$ cat src/emb_pkg.sv
package emb_pkg;

  // ****************************************************************
  // widths
  // ****************************************************************
  localparam int ADW      = 16;
  localparam int UAW      = 8;
  localparam int CSW      = 8;
  localparam int CTW      = 8;
  localparam int CMW      = 5;

  // ****************************************************************
  // pin positions inside the strobe and bus-control ports
  // ****************************************************************
  localparam int CT_LOW_WR  = 0;
  localparam int CT_HIGH_WR = 1;
  localparam int CT_RD      = 4;
  localparam int CT_ADDRESS_LATCH_STROBE    = 6;
  localparam int CM_STALL   = 0;
  localparam int CM_SYSTEM_CLOCK_OUTPUT  = 1;
  localparam int CM_GRANT   = 2;
  localparam int CM_HOLDRQ  = 3;

  // ****************************************************************
  // reset values and strap codes
  // ****************************************************************
  localparam logic [ADW-1:0] FUNC_RST16 = 16'h0000;
  localparam logic [7:0]     FUNC_RST8  = 8'h00;
  localparam logic [CMW-1:0] CM_FUNC_RST = 5'h00;
  localparam logic [CMW-1:0] CM_FUNC_SC0 = 5'h02;
  localparam logic [2:0] STRAP_ROMLESS0 = 3'h0;
  localparam logic [2:0] STRAP_ROMLESS1 = 3'h1;
  localparam logic [2:0] STRAP_SINGLE0  = 3'h2;
  localparam logic [2:0] STRAP_SINGLE1  = 3'h3;

  // ****************************************************************
  // types
  // ****************************************************************
  typedef enum logic [2:0] {
    MODE_ROMLESS0 = 3'h0,
    MODE_ROMLESS1 = 3'h1,
    MODE_SINGLE0  = 3'h2,
    MODE_SINGLE1  = 3'h3,
    MODE_BAD      = 3'h7
  } emb_mode_e;

  typedef struct packed {
    logic        write;
    logic [1:0]  laneEn;
    logic [2:0]  block;
    logic [23:0] addr;
    logic [15:0] wdata;
  } emb_req_s;

endpackage

$ cat src/emb_bus_if.sv
`timescale 1ns/1ps
module emb_bus_if #(
  parameter int CLK_DIV = 2
) (
  // clock and reset
  input  wire logic                          clk_sys,
  input  wire logic                          rst,
  // mode straps and status
  input  wire logic [2:0]                    strapSelectPins,
  output logic      [2:0]                    opMode,
  output logic                               modeProhibited,
  output logic                               standbyRelease,
  // internal request side
  input  wire logic                          reqValid,
  input  wire emb_pkg::emb_req_s             reqData,
  output logic                               reqReady,
  output logic                               rdValid,
  output logic      [emb_pkg::ADW-1:0]       rdData,
  // pin function and direction controls
  input  wire logic [emb_pkg::CMW-1:0]       busCtrlPortFunctionSelect,
  input  wire logic [emb_pkg::CMW-1:0]       busCtrlPortDirection,
  input  wire logic [emb_pkg::CTW-1:0]       strobePortFunctionSelect,
  input  wire logic [emb_pkg::CTW-1:0]       strobePortDirection,
  input  wire logic [emb_pkg::CSW-1:0]       selectPortFunctionSelect,
  input  wire logic [emb_pkg::CSW-1:0]       selectPortDirection,
  input  wire logic [emb_pkg::UAW-1:0]       upperAddrPortFunctionSelect,
  input  wire logic [emb_pkg::UAW-1:0]       upperAddrPortDirection,
  input  wire logic [emb_pkg::ADW-1:0]       addrDataPortFunctionSelect,
  input  wire logic [emb_pkg::ADW-1:0]       addrDataPortDirection,
  // port-mode output data
  input  wire logic [emb_pkg::CMW-1:0]       cmPortOut,
  input  wire logic [emb_pkg::CTW-1:0]       ctPortOut,
  input  wire logic [emb_pkg::CSW-1:0]       csPortOut,
  input  wire logic [emb_pkg::UAW-1:0]       dhPortOut,
  input  wire logic [emb_pkg::ADW-1:0]       dlPortOut,
  // pins of port cm
  input  wire logic [emb_pkg::CMW-1:0]       cmPinIn,
  output logic      [emb_pkg::CMW-1:0]       cmPinOut,
  output logic      [emb_pkg::CMW-1:0]       cmPinOe,
  // pins of port ct
  output logic      [emb_pkg::CTW-1:0]       ctPinOut,
  output logic      [emb_pkg::CTW-1:0]       ctPinOe,
  // pins of port cs
  output logic      [emb_pkg::CSW-1:0]       csPinOut,
  output logic      [emb_pkg::CSW-1:0]       csPinOe,
  // pins of port dh
  output logic      [emb_pkg::UAW-1:0]       dhPinOut,
  output logic      [emb_pkg::UAW-1:0]       dhPinOe,
  // pins of port dl
  input  wire logic [emb_pkg::ADW-1:0]       dlPinIn,
  output logic      [emb_pkg::ADW-1:0]       dlPinOut,
  output logic      [emb_pkg::ADW-1:0]       dlPinOe
);

  // ****************************************************************
  // states
  // ****************************************************************
  typedef enum logic [5:0] {
    ST_IDLE   = 6'h01,
    ST_ADDR   = 6'h02,
    ST_DATA   = 6'h04,
    ST_STALL  = 6'h08,
    ST_FINISH = 6'h10,
    ST_HOLD   = 6'h20
  } emb_state_e;

  emb_state_e              state_reg;
  emb_state_e              state_next;
  emb_pkg::emb_req_s       req_reg;
  logic [7:0]              divCnt_reg;
  logic                    system_clock_output_reg;
  logic                    strapLatch_reg;
  logic [2:0]              mode_reg;
  logic [emb_pkg::CMW-1:0] cmFunc_reg;
  logic                    lowWr_reg;
  logic                    highWr_reg;
  logic                    rd_reg;
  logic                    address_latch_strobe_reg;
  logic                    grant_reg;
  logic [emb_pkg::CSW-1:0] sel_reg;
  logic [emb_pkg::ADW-1:0] ad_reg;
  logic                    adDrive_reg;

  // ****************************************************************
  // synchronisers for asynchronous pins
  // ****************************************************************
  logic [emb_pkg::CMW-1:0] cmSync;
  logic [emb_pkg::ADW-1:0] dlSync;

  emb_sync2 #(.W(emb_pkg::CMW)) u_cmSync (
    .clk_sys (clk_sys),
    .rst     (rst),
    .asyncIn (cmPinIn),
    .syncOut (cmSync)
  );

  emb_sync2 #(.W(emb_pkg::ADW)) u_dlSync (
    .clk_sys (clk_sys),
    .rst     (rst),
    .asyncIn (dlPinIn),
    .syncOut (dlSync)
  );

  // ****************************************************************
  // clock output divider and edge decode
  // ****************************************************************
  wire lastDiv  = (divCnt_reg == 8'(CLK_DIV - 1));
  wire fallTick = lastDiv & system_clock_output_reg;
  wire riseTick = lastDiv & ~system_clock_output_reg;
  wire holdReq  = cmSync[emb_pkg::CM_HOLDRQ]
                & cmFunc_reg[emb_pkg::CM_HOLDRQ];
  wire stallReq = cmSync[emb_pkg::CM_STALL] & cmFunc_reg[emb_pkg::CM_STALL];

  always_ff @(posedge clk_sys) begin
    if (rst) begin
      divCnt_reg <= 8'h00;
      system_clock_output_reg <= 1'b0;
    end else begin
      divCnt_reg <= lastDiv ? 8'h00 : divCnt_reg + 8'h01;
      system_clock_output_reg <= lastDiv ? ~system_clock_output_reg : system_clock_output_reg;
    end
  end

  // ****************************************************************
  // strap capture after reset release
  // ****************************************************************
  logic [2:0] strapMeta_reg;
  logic [2:0] strapSync_reg;

  // straps settle through two flops while reset is held
  always_ff @(posedge clk_sys) begin
    strapMeta_reg <= strapSelectPins;
    strapSync_reg <= strapMeta_reg;
  end

  always_ff @(posedge clk_sys) begin
    if (rst) begin
      strapLatch_reg <= 1'b0;
      mode_reg       <= emb_pkg::STRAP_ROMLESS0;
    end else if (!strapLatch_reg) begin
      strapLatch_reg <= 1'b1;
      mode_reg       <= strapSync_reg;
    end
  end

  wire modeBad = (mode_reg > emb_pkg::STRAP_SINGLE1);

  // clock pin starts in bus use only in single-chip mode 0
  always_ff @(posedge clk_sys) begin
    if (rst) begin
      cmFunc_reg <= emb_pkg::CM_FUNC_RST;
    end else if (!strapLatch_reg) begin
      cmFunc_reg <= (strapSync_reg == emb_pkg::STRAP_SINGLE0) ?
                    emb_pkg::CM_FUNC_SC0 : emb_pkg::CM_FUNC_RST;
    end else begin
      cmFunc_reg <= busCtrlPortFunctionSelect;
    end
  end

  // ****************************************************************
  // bus cycle sequencer, steps on the falling edge of clock output
  // ****************************************************************
  always_comb begin
    state_next = state_reg;
    case (state_reg)
      ST_IDLE: begin
        if (holdReq) begin
          state_next = ST_HOLD;
        end else if (reqValid && !modeBad) begin
          state_next = ST_ADDR;
        end
      end
      ST_ADDR:   state_next = ST_DATA;
      ST_DATA:   state_next = stallReq ? ST_STALL : ST_FINISH;
      ST_STALL:  state_next = stallReq ? ST_STALL : ST_FINISH;
      ST_FINISH: state_next = ST_IDLE;
      ST_HOLD:   state_next = holdReq ? ST_HOLD : ST_IDLE;
      default:   state_next = ST_IDLE;
    endcase
  end

  always_ff @(posedge clk_sys) begin
    if (rst) begin
      state_reg <= ST_IDLE;
      req_reg   <= '0;
    end else if (fallTick) begin
      state_reg <= state_next;
      if (state_reg == ST_IDLE && state_next == ST_ADDR) begin
        req_reg <= reqData;
      end
    end
  end

  // ****************************************************************
  // strobes and bus values, registered at falling edges
  // ****************************************************************
  wire enterAddr = fallTick & (state_next == ST_ADDR) & (state_reg == ST_IDLE);
  wire inAddr    = fallTick & (state_reg == ST_ADDR);
  wire inData    = fallTick & (state_reg == ST_DATA);
  wire inFinish  = fallTick & (state_reg == ST_FINISH);
  wire cycleEnd  = fallTick & (state_reg == ST_FINISH);

  always_ff @(posedge clk_sys) begin
    if (rst) begin
      lowWr_reg   <= 1'b1;
      highWr_reg  <= 1'b1;
      rd_reg      <= 1'b1;
      address_latch_strobe_reg    <= 1'b1;
      sel_reg     <= '1;
      ad_reg      <= emb_pkg::FUNC_RST16;
      adDrive_reg <= 1'b0;
    end else begin
      if (enterAddr) begin
        address_latch_strobe_reg    <= 1'b0;
        lowWr_reg   <= ~(reqData.write & reqData.laneEn[0]);
        highWr_reg  <= ~(reqData.write & reqData.laneEn[1]);
        rd_reg      <= reqData.write;
        sel_reg     <= ~(8'h01 << reqData.block);
        ad_reg      <= reqData.addr[15:0];
        adDrive_reg <= 1'b1;
      end else if (inAddr) begin
        ad_reg      <= req_reg.wdata;
        adDrive_reg <= req_reg.write;
      end else if (inData) begin
        lowWr_reg   <= 1'b1;
        highWr_reg  <= 1'b1;
      end else if (inFinish) begin
        address_latch_strobe_reg    <= 1'b1;
        rd_reg      <= 1'b1;
        sel_reg     <= '1;
        adDrive_reg <= 1'b0;
      end
    end
  end

  // ****************************************************************
  // hold grant and handshake outputs
  // ****************************************************************
  always_ff @(posedge clk_sys) begin
    if (rst) begin
      grant_reg     <= 1'b0;
      reqReady      <= 1'b0;
      rdValid       <= 1'b0;
      rdData        <= emb_pkg::FUNC_RST16;
      opMode        <= emb_pkg::STRAP_ROMLESS0;
      modeProhibited <= 1'b0;
      standbyRelease <= 1'b1;
    end else begin
      grant_reg      <= (state_reg == ST_HOLD);
      reqReady       <= enterAddr;
      rdValid        <= cycleEnd & ~req_reg.write;
      rdData         <= (cycleEnd & ~req_reg.write) ? dlSync : rdData;
      opMode         <= mode_reg;
      modeProhibited <= strapLatch_reg & modeBad;
      standbyRelease <= 1'b0;
    end
  end

  // ****************************************************************
  // pin multiplexing: bus function or port, per bit
  // ****************************************************************
  logic [emb_pkg::CMW-1:0] cmBusOut;
  logic [emb_pkg::CMW-1:0] cmBusOe;
  logic [emb_pkg::CTW-1:0] ctBusOut;
  logic [emb_pkg::CTW-1:0] ctBusOe;

  wire busOwned = ~grant_reg;

  always_comb begin
    cmBusOut = '0;
    cmBusOe  = '0;
    cmBusOut[emb_pkg::CM_SYSTEM_CLOCK_OUTPUT] = system_clock_output_reg;
    cmBusOe[emb_pkg::CM_SYSTEM_CLOCK_OUTPUT]  = 1'b1;
    cmBusOut[emb_pkg::CM_GRANT]  = ~grant_reg; // grant pin is active low
    cmBusOe[emb_pkg::CM_GRANT]   = 1'b1;
    ctBusOut = '0;
    ctBusOe  = '0;
    ctBusOut[emb_pkg::CT_LOW_WR]  = lowWr_reg;
    ctBusOut[emb_pkg::CT_HIGH_WR] = highWr_reg;
    ctBusOut[emb_pkg::CT_RD]      = rd_reg;
    ctBusOut[emb_pkg::CT_ADDRESS_LATCH_STROBE]    = address_latch_strobe_reg;
    ctBusOe[emb_pkg::CT_LOW_WR]   = busOwned;
    ctBusOe[emb_pkg::CT_HIGH_WR]  = busOwned;
    ctBusOe[emb_pkg::CT_RD]       = busOwned;
    ctBusOe[emb_pkg::CT_ADDRESS_LATCH_STROBE]     = busOwned;
  end

  always_ff @(posedge clk_sys) begin
    if (rst) begin
      cmPinOut <= '0;
      cmPinOe  <= '0;
      ctPinOut <= '0;
      ctPinOe  <= '0;
      csPinOut <= '0;
      csPinOe  <= '0;
      dhPinOut <= '0;
      dhPinOe  <= '0;
      dlPinOut <= '0;
      dlPinOe  <= '0;
    end else begin
      cmPinOut <= (cmFunc_reg & cmBusOut) | (~cmFunc_reg & cmPortOut);
      cmPinOe  <= (cmFunc_reg & cmBusOe) | (~cmFunc_reg & busCtrlPortDirection);
      ctPinOut <= (strobePortFunctionSelect & ctBusOut)
                | (~strobePortFunctionSelect & ctPortOut);
      ctPinOe  <= (strobePortFunctionSelect & ctBusOe)
                | (~strobePortFunctionSelect & strobePortDirection);
      csPinOut <= (selectPortFunctionSelect & sel_reg)
                | (~selectPortFunctionSelect & csPortOut);
      csPinOe  <= (selectPortFunctionSelect & {emb_pkg::CSW{busOwned}})
                | (~selectPortFunctionSelect & selectPortDirection);
      dhPinOut <= (upperAddrPortFunctionSelect & req_reg.addr[23:16])
                | (~upperAddrPortFunctionSelect & dhPortOut);
      dhPinOe  <= (upperAddrPortFunctionSelect & {emb_pkg::UAW{busOwned}})
                | (~upperAddrPortFunctionSelect & upperAddrPortDirection);
      dlPinOut <= (addrDataPortFunctionSelect & ad_reg)
                | (~addrDataPortFunctionSelect & dlPortOut);
      dlPinOe  <= (addrDataPortFunctionSelect & {emb_pkg::ADW{busOwned & adDrive_reg}})
                | (~addrDataPortFunctionSelect & addrDataPortDirection);
    end
  end

endmodule // emb_bus_if

$ cat src/emb_sync2.sv
`timescale 1ns/1ps
module emb_sync2 #(
  parameter int W = 1
) (
  // clock
  input  wire logic         clk_sys,
  input  wire logic         rst,
  // data
  input  wire logic [W-1:0] asyncIn,
  output logic      [W-1:0] syncOut
);

  logic [W-1:0] stage1_reg;

  always_ff @(posedge clk_sys) begin
    if (rst) begin
      stage1_reg <= '0;
      syncOut    <= '0;
    end else begin
      stage1_reg <= asyncIn;
      syncOut    <= stage1_reg;
    end
  end

endmodule // emb_sync2

$ cat config.mk
export PLATFORM = sky130hd
export DESIGN_NAME = emb_bus_if
export DESIGN_NICKNAME = d
export VERILOG_FILES = /design/src/emb_pkg.sv /design/src/emb_bus_if.sv /design/src/emb_sync2.sv
export SDC_FILE = /design/constraint.sdc
export NUM_CORES = 1
export LEC_CHECK = 0
export BUFFER_PORTS_ARGS = -buffer_cell sky130_fd_sc_hd__buf_4
export CORE_ASPECT_RATIO = 0.6
export CORE_UTILIZATION = 30
export DETAILED_ROUTE_END_ITERATION = 6
export PLACE_DENSITY = 0.6
export SLEW_MARGIN = 20
export SYNTH_ARGS = -nofsm -noshare
export SYNTH_HDL_FRONTEND = slang
export SYNTH_HIERARCHICAL = 1
export SYNTH_SLANG_ARGS = --single-unit
$ cat constraint.sdc
create_clock -name clk_sys -period 4.7 [get_ports clk_sys]
set_input_delay 0.705 -clock clk_sys [delete_from_list [all_inputs] [get_ports clk_sys]]
set_output_delay 0.705 -clock clk_sys [all_outputs]
set_load 0.005 [all_outputs]
Word-level counts from Yosys, hierarchy flattened

Index checks and enable logic that the tools add are counted.
Widths: inputs -> output; s select.

Add/sub/neg operators: 1
Magnitude comparators: 1
Equality and inequality tests: 12
Shift-type cells: 1
Mux-type cells: 28
Bitwise logic cells: 53
Reduce and logical (&&, ||, !) cells: 13

Operator list:

| operator            | number |
|---|---|
| $and 8x8->8         | 10 |
| $and 16x16->16      | 4 |
| $or 8x8->8          | 6 |
| $mux 16             | 2 |
| $mux 8              | 4 |
| $not 8->8           | 4 |
| $or 16x16->16       | 2 |
| $pmux 6 s4          | 1 |
| $mux 6              | 3 |
| $and 8x7->8         | 2 |
| $not 16->16         | 1 |
| $mux 1              | 15 |
| $and 1x1->1         | 13 |
| $eq 6x2->1 const B  | 2 |
| $and 5x5->5         | 2 |
| $mux 5              | 2 |
| $add 8x1->8 const B | 1 |
| $eq 8x1->1 const B  | 1 |
| $shl 1x3->8 const A | 1 |
| $eq 6x1->1 const B  | 1 |
| $eq 6x3->1 const B  | 1 |
| $eq 6x4->1 const B  | 1 |
| $eq 6x5->1 const B  | 1 |
| $eq 6x6->1 const B  | 1 |
| other kinds (17)    | 28 |

Flip-flop bits (word level): 254
Input port bits: 208
Output and inout bits: 113
Logic and storage cells: 148

Longest topological paths before layout

Gate-level depths: netlist of run 1.

Depth after elaboration: 11
Depth in mapped cells: 8
Gate-level depth less buffers: 6

Hierarchy

Netlist of run 1, hierarchy kept.

Modules (own cells, without submodules):

| module               | times used | cells an instance | area an instance (µm²) | seq. area each (µm²) |
|---|---|---|---|---|
| emb_bus_if           | 1          | 743               | 7292.0                 | 3963.8 |
| emb_sync2 (u_dlSync) | 1          | 67                | 863.3                  | 640.6 |
| emb_sync2 (u_cmSync) | 1          | 20                | 262.8                  | 200.2 |

Worst setup path after synthesis of run 1

Ideal clock, no wire load.

Path kind: in2reg
From: in reqValid
To: reg sel_reg[1] (netlist name)
Library setup time: 0.134 ns
Arrival: 1.757 ns
Data required time: 4.566 ns
Path slack: 2.809 ns
Cell stages on the path: 5
Buffers on the path: 1
Cell sequence: nor2b_1 o2111a_1 buf_2 a2111oi_0 a21oi_1

Word-level cells in the longest chain between the ends: 9
Elaborated cells on any way between the ends: 12
Classes of those cells: eq/ne (3); mux (4); bitwise (2); reduce/logical (3)

RTL lines:

| element                                                          | RTL line          | text |
|---|---|---|
| from (decl)                                                      | emb_bus_if.sv:14  | `input wire logic reqValid,` |
| $logic_and 1x1->1 *                                              | emb_bus_if.sv:169 | `end else if (reqValid && !modeBad) begin` |
| $mux 6 *                                                         | emb_bus_if.sv:169 |  |
| $mux 6 *                                                         | emb_bus_if.sv:167 | `if (holdReq) begin` |
| $pmux 6 s4 *                                                     | emb_bus_if.sv:165 | `case (state_reg)` |
| $eq 6x2->1 *                                                     | emb_bus_if.sv:197 | `wire enterAddr = fallTick & (state_next == ST_ADDR) & (state_reg == ST_IDLE);` |
| $and 1x1->1 * (2 in a row)                                       | emb_bus_if.sv:197 |  |
| $ne 2x2->1 (no line) / $reduce_bool 2->1 (equally long branches) | --                |  |
| $reduce_and 3->1 (no line)                                       | --                |  |
| to (signal assigned)                                             | emb_bus_if.sv:218 | `sel_reg <= ~(8'h01 << reqData.block);` |
| to (decl)                                                        | emb_bus_if.sv:80  | `logic [emb_pkg::CSW-1:0] sel_reg;` |

Every way passes the cells marked *; elsewhere a longest branch is shown, timed or not.
A chain may end at the register's enable or synchronous reset.

Final worst setup path of run 1

From: reg divCnt_reg[0]
To: reg ad_reg[7] (netlist name)

Word-level cells in the longest chain between the ends: 5
Elaborated cells on any way between the ends: 7
Classes of those cells: eq/ne (1); mux (1); bitwise (4); reduce/logical (1)

RTL lines:

| element                                             | RTL line          | text |
|---|---|---|
| from (decl)                                         | emb_bus_if.sv:70  | `logic [7:0] divCnt_reg;` |
| from (signal assigned)                              | emb_bus_if.sv:119 | `divCnt_reg <= lastDiv ? 8'h00 : divCnt_reg + 8'h01;` |
| $eq 8x1->1 *                                        | emb_bus_if.sv:107 | `wire lastDiv = (divCnt_reg == 8'(CLK_DIV - 1));` |
| $and 1x1->1 *                                       | emb_bus_if.sv:108 | `wire fallTick = lastDiv & system_clock_output_reg;` |
| $and 1x1->1 (2 in a row)                            | emb_bus_if.sv:197 |  |
| $mux 16 / $reduce_bool 2->1 (equally long branches) | --                |  |
| to (signal assigned)                                | emb_bus_if.sv:210 | `ad_reg <= emb_pkg::FUNC_RST16;` |
| to (signal assigned)                                | emb_bus_if.sv:219 | `ad_reg <= reqData.addr[15:0];` |
| to (signal assigned)                                | emb_bus_if.sv:222 | `ad_reg <= req_reg.wdata;` |
| to (decl)                                           | emb_bus_if.sv:81  | `logic [emb_pkg::ADW-1:0] ad_reg;` |

Marks and branches as above.

==> impl_results.md, run 1 <==
* Status: finished, final reports clean
* Mean post-synth cell area at 10.1 um2
* Placed insts at 1440
* Reg2reg path depth at 6
* GRT Max-Usage Layer: met2
* Initial core utilization at 30.9%
* Max-slew headroom at 25.5%
* Startpoint Class: register
* Die Span X at 216 um
* FF-to-FF Start: divCnt_reg[0]
* Vias/cell at 4.65
* Worst path max stage delay at 620 ps
* Fin cells at 1485
* Post-route ant nets at 0
* TritonRoute pass-1 iters at 5
* Largest net degree at the start of global routing at 119
* WP buf/inv at 1
* First-pass GRT wire length at 37300 um
* Iter 0 DRT Violations at 443
* Grt met1 use at 24.0%
* Kind of cell adding the most delay to the critical path: simple AND/OR/NAND/NOR gates
* Multi-input gate area at 3310 um2
* GR Util met2 at 25.6%
* Reg2reg end: ad_reg[7]
* Worst-margin pin slew at 1120 ps
* Worst path slowest cell: nand2_1
* Post-CTS Setup Inserts at 0
* Total of max-cap violations at 0
* Crit end category: register
* Remaining DRCs at 0
* Vias at 6910
* Vias in the first global route at 6526
* Max Clock Freq at 333 MHz
* CTS tree: done
* Longest Clk Path Bufs at 3
* Critical Path RT at 5130 ps
* Worst Path Arrival at 3430 ps
* Clock root cell: clkbuf_16
* Fill count at 2585
* Post-Syn Nets at 1028
* Nets@finish at 1316
* Placer Congestion at 0.865
* Routed length per instance at 17.1 um
* Leak at 5.18 nW
* Die ar. at 28200 um2
* Post-route core utilization at 44.0%
* Register area at 4680 um2
* Critical-path cell list: ha_1, or4b_1, nor2_4, buf_4, nand2_1, a21oi_1
* TNS Setup at 0 ps
* Gates resized, CTS repair at 0
* DP HPWL at 17600 um
* Maximum vdd drop at 0.223 mV
* Core Rows at 46
* Critical Path Sink: ad_reg[7]
* Syn Inst Count at 818
* Dpl cell area at 10900 um2
* IO Port Bufs at 317
* Tmin final at 3000 ps
* Hold Fails Final Rpt at 0
* Max FFs per register at 25
* Crit path depth at 6
* Post-route cell area at 11700 um2
* Layout cell share with drive strength beyond 1 at 32.9%
* Synth warn at 6
* Worst skew pair latency at 520 ps
* Initial antenna violation count at 2
* Total core area at 26700 um2
* Total track usage at 17.0%
* Critical path startpoint: divCnt_reg[0]
* TritonCTS buffer count at 24
* Worst-path clk slew at 60 ps
* HP Class: input port to register
* Clock Sinks at 234
* Die Height at 131 um
* Clk_skew at 18.4 ps
* WL final at 25300 um
* RSZ-0062 raised after global routing: false
* Pwr Density at 391 nW/um2
* Max H-tree Level at 1
* Ports at 321
* Final setup vio count at 0
* Grt total ovfl at 0
* Worst setup path category: register to register
* Met3 Track Usage GR at 4.81%
* Final period utilization at 63.8%
* Maximum fanout along the worst path at 20
* R2r setup slk at 1700 ps
* Tot Pwr at 4.59 mW
* Synthesis-to-finish area growth at 42.2%
* Mapped cell area at 8260 um2
* Slew Viols, Final at 0
* CTS Hold Bufs at 0
==> placed cells by master (no fill, tap or decap), types with 3 or more instances in the layout <==
cell       instances
clkbuf_8           7
buf_4            319
a2111oi_0          8
nand3_1           46
o21ai_0           49
xor2_1             7
clkbuf_1           5
dfxtp_1          234
nor4_1             7
a31oi_1            3
or4_1              3
mux2i_1           93
nor2_1            95
and2_1             6
nand2b_1           6
inv_1              3
nor3_1            14
clkbuf_16         25
nand2_1            7
nor3b_1           14
nor2b_1           45
nand4_1            3
a21oi_1           71
bufinv_16          3
o31ai_1           18
==> where the power goes <==
| group | internal, mW | switching, mW |
|---|---|---|
| sequential | 2.07 | 0.0355 |
| clock | 1.25 | 0.789 |
| combinational | 0.242 | 0.208 |
==> worst min-delay path by stage <==
stage	startpoint	end	slack, ps	depth (start not counted)
floorplan	strapMeta_reg[0]	strapSync_reg[0]	310	0
global placement	strapMeta_reg[2]	strapSync_reg[2]	310	0
detailed placement	strapMeta_reg[2]	strapSync_reg[2]	310	0
CTS	strapSelectPins[0]	strapMeta_reg[0]	260	1
global route	strapSelectPins[1]	strapMeta_reg[1]	260	1
finish	strapSelectPins[1]	strapMeta_reg[1]	280	1
==> worst reg2reg max path, cell delays in order, from the launching register on <==
cell and delay [ps]:
dfxtp_1 400, ha_1 190, or4b_1 530, nor2_4 450, buf_4 380, nand2_1 620, a21oi_1 340
==> final cells by class <==
| class | instances | share of cell area [%] |
|---|---|---|
| sequential | 234 | 39.9 |
| multi-input combinational | 521 | 28.2 |
| timing repair buffer | 321 | 20.7 |
| clock buffer | 37 | 6.31 |
| tap | 360 | 3.84 |
| clock inverter | 6 | 0.980 |
| inverter | 4 | 0.128 |
| antenna | 2 | 0.0426 |
==> through the flow <==
step	setup WS (ps)	hold slack (ps)
after detailed placement	1320	315
after floorplan	2810	310
after global placement	1420	311
after global routing	1460	256
final	1700	284
after CTS	1650	255
==> per-layer routing <==
layer	part of all wire (%)	up-vias
li1	-	3432
met1	48	3220
met2	43	226
met3	7.4	32
met4	1.6	0
met5	0	-
(Power assumes the default switching activity.)
==> inputs of run 2 (changes only) <==
==> constraint.sdc (replaced) <==
create_clock -name clk_sys -period 3 [get_ports clk_sys]
set_input_delay 0.45 -clock clk_sys [delete_from_list [all_inputs] [get_ports clk_sys]]
set_output_delay 0.45 -clock clk_sys [all_outputs]
set_load 0.005 [all_outputs]
==> impl_results.md, run 2 (synthesized netlist as in run 1, its figures left out) <==
* Status: finished, final reports clean
* Post-route ant nets at 0 (unchanged)
* TritonRoute pass-1 iters at 5 (unchanged)
* CTS tree: done
* Layout cell share with drive strength beyond 1 at 33.7% (+0.77 points)
* Iter 0 DRT Violations at 443 (unchanged)
* Clock root cell: clkbuf_16
* Critical Path RT at 3430 ps (-1700 ps)
* Grt total ovfl at 0 (unchanged)
* Clk_skew at 10.6 ps (-7.79 ps)
* RSZ-0062 raised after global routing: false
* Vias in the first global route at 6442 (-1.3%)
* TNS Setup at 0 ps (unchanged)
* Slew Viols, Final at 0 (unchanged)
* Die Span X at 216 um (unchanged)
* Final setup vio count at 0 (unchanged)
* Tot Pwr at 6.99 mW (+52%)
* Multi-input gate area at 3310 um2 (unchanged)
* Routed length per instance at 16.8 um (-1.7%)
* Critical-path cell list: nor4_2, o2111a_2, nand2_1, a21oi_1
* Initial core utilization at 30.9% (unchanged)
* Fill count at 2589 (+0.15%)
* First-pass GRT wire length at 37200 um (-0.26%)
* Post-CTS Setup Inserts at 0 (unchanged)
* Maximum vdd drop at 0.319 mV (+43%)
* Commonest non-fill, non-tap cells in the layout: buf_4 (331), dfxtp_1 (234), nor2_1 (95)
* Synthesis-to-finish area growth at 42.3% (about the same)
* IO Port Bufs at 317 (unchanged)
* Register area at 4680 um2 (unchanged)
* Die Height at 131 um (unchanged)
* Total track usage at 17.0% (+0.018 points)
* Vias/cell at 4.62 (-0.66%)
* Worst-path clk slew at 70 ps (about the same)
* Leak at 5.20 nW (+0.54%)
* Die ar. at 28200 um2 (unchanged)
* DP HPWL at 17900 um (+1.9%)
* Maximum fanout along the worst path at 20 (unchanged)
* Worst path max stage delay at 550 ps (-70 ps)
* Pwr Density at 594 nW/um2 (+52%)
* Final period utilization at 76.3% (+12 points)
* Remaining DRCs at 0 (unchanged)
* Worst Path Arrival at 2720 ps (-710 ps)
* Max H-tree Level at 1 (unchanged)
* Max-slew headroom at 34.8% (+9.3 points)
* Worst skew pair latency at 520 ps (about the same)
* Hold Fails Final Rpt at 0 (unchanged)
* Worst-margin pin slew at 974 ps (-143 ps)
* Total core area at 26700 um2 (unchanged)
* Leading cell type in the layout, fill and taps excluded: buf_4
* Clock Sinks at 234 (unchanged)
* TritonCTS buffer count at 24 (unchanged)
* HP Class: input port to register
* Startpoint Class: register
* Initial antenna violation count at 1 (-1)
* Max Clock Freq at 437 MHz (+31%)
* Longest Clk Path Bufs at 3 (unchanged)
* Max FFs per register at 25 (unchanged)
* Vias at 6920 (+0.14%)
* Worst path slowest cell: nand2_1
* Ports at 321 (unchanged)
* Largest net degree at the start of global routing at 77 (-35%)
* WL final at 25100 um (-0.94%)
* Crit end category: register
* Worst setup path category: register to register
* Placer Congestion at 0.887 (+2.6%)
* Nets@finish at 1328 (+0.91%)
* Total of max-cap violations at 0 (unchanged)
* Tmin final at 2290 ps (-710 ps)
* Core Rows at 46 (unchanged)
run 2: per-stage QoR:
step           instance area (um2)  hold slack (ps)  utilization, %  setup slack, ps  instances
6_report                     11800             41.2            44.0              711       1497
4_1_cts                      11700             2.85            44.0              729       1495
5_1_grt                      11800             4.89            44.0              501       1497
2_1_floorplan                 8260              310               -             1230        818
3_3_place_gp                 11000              312            41.0              748       1451
3_5_place_dp                 11000              312            41.0              683       1451
run 2: final timing paths:
check / from / to / slack (ps) / cells after the start
setup / recovery: state_reg[1] / ad_reg[1] / 710 / 4
hold / removal: strapSelectPins[1] / strapMeta_reg[1] / 40 / 1
setup reg to reg: state_reg[1] / ad_reg[1] / 710 / 4
hold reg to reg: strapMeta_reg[1] / strapSync_reg[1] / 330 / 0
run 2: metal layers:
layer  vias up  global-route usage, %  routed length (um)
li1       3468                      -                   -
met3        31                   4.61                1690
met2       222                   26.1               10800
met1      3199                   23.8               12100
met5         -                      0                   0
met4         0                   3.98                 527
run 2: final cells by class:
| type | count | area share, % |
|---|---|---|
| Inverter | 4 | 0.128 |
| Antenna cell | 1 | 0.0213 |
| Clock inverter | 10 | 0.681 |
| Sequential cell | 234 | 39.9 |
| Multi-Input combinational cell | 521 | 28.1 |
| Timing Repair Buffer | 333 | 21.3 |
| Tap cell | 360 | 3.83 |
| Clock buffer | 34 | 6.04 |
run 2: what timing repair did:
action / 4_1_cts / 5_1_grt
resized for setup: 0 / 0
hold buffers: 0 / 1
endpoints found under the hold margin: 0 / 1
run 2: where the power goes:
part,internal (mW),switching [mW]
logic,0.387,0.327
registers,3.24,0.0531
clock network,1.73,1.25
total,5.36,1.63
run 2: critical path: cells and delay by family (launching register included):
| family | cells | cell delay (ps) |
|---|---|---|
| DFF | 1 | 440 |
| AOI/OAI and AO/OA | 2 | 660 |
| and+or+nand+nor | 2 | 1090 |
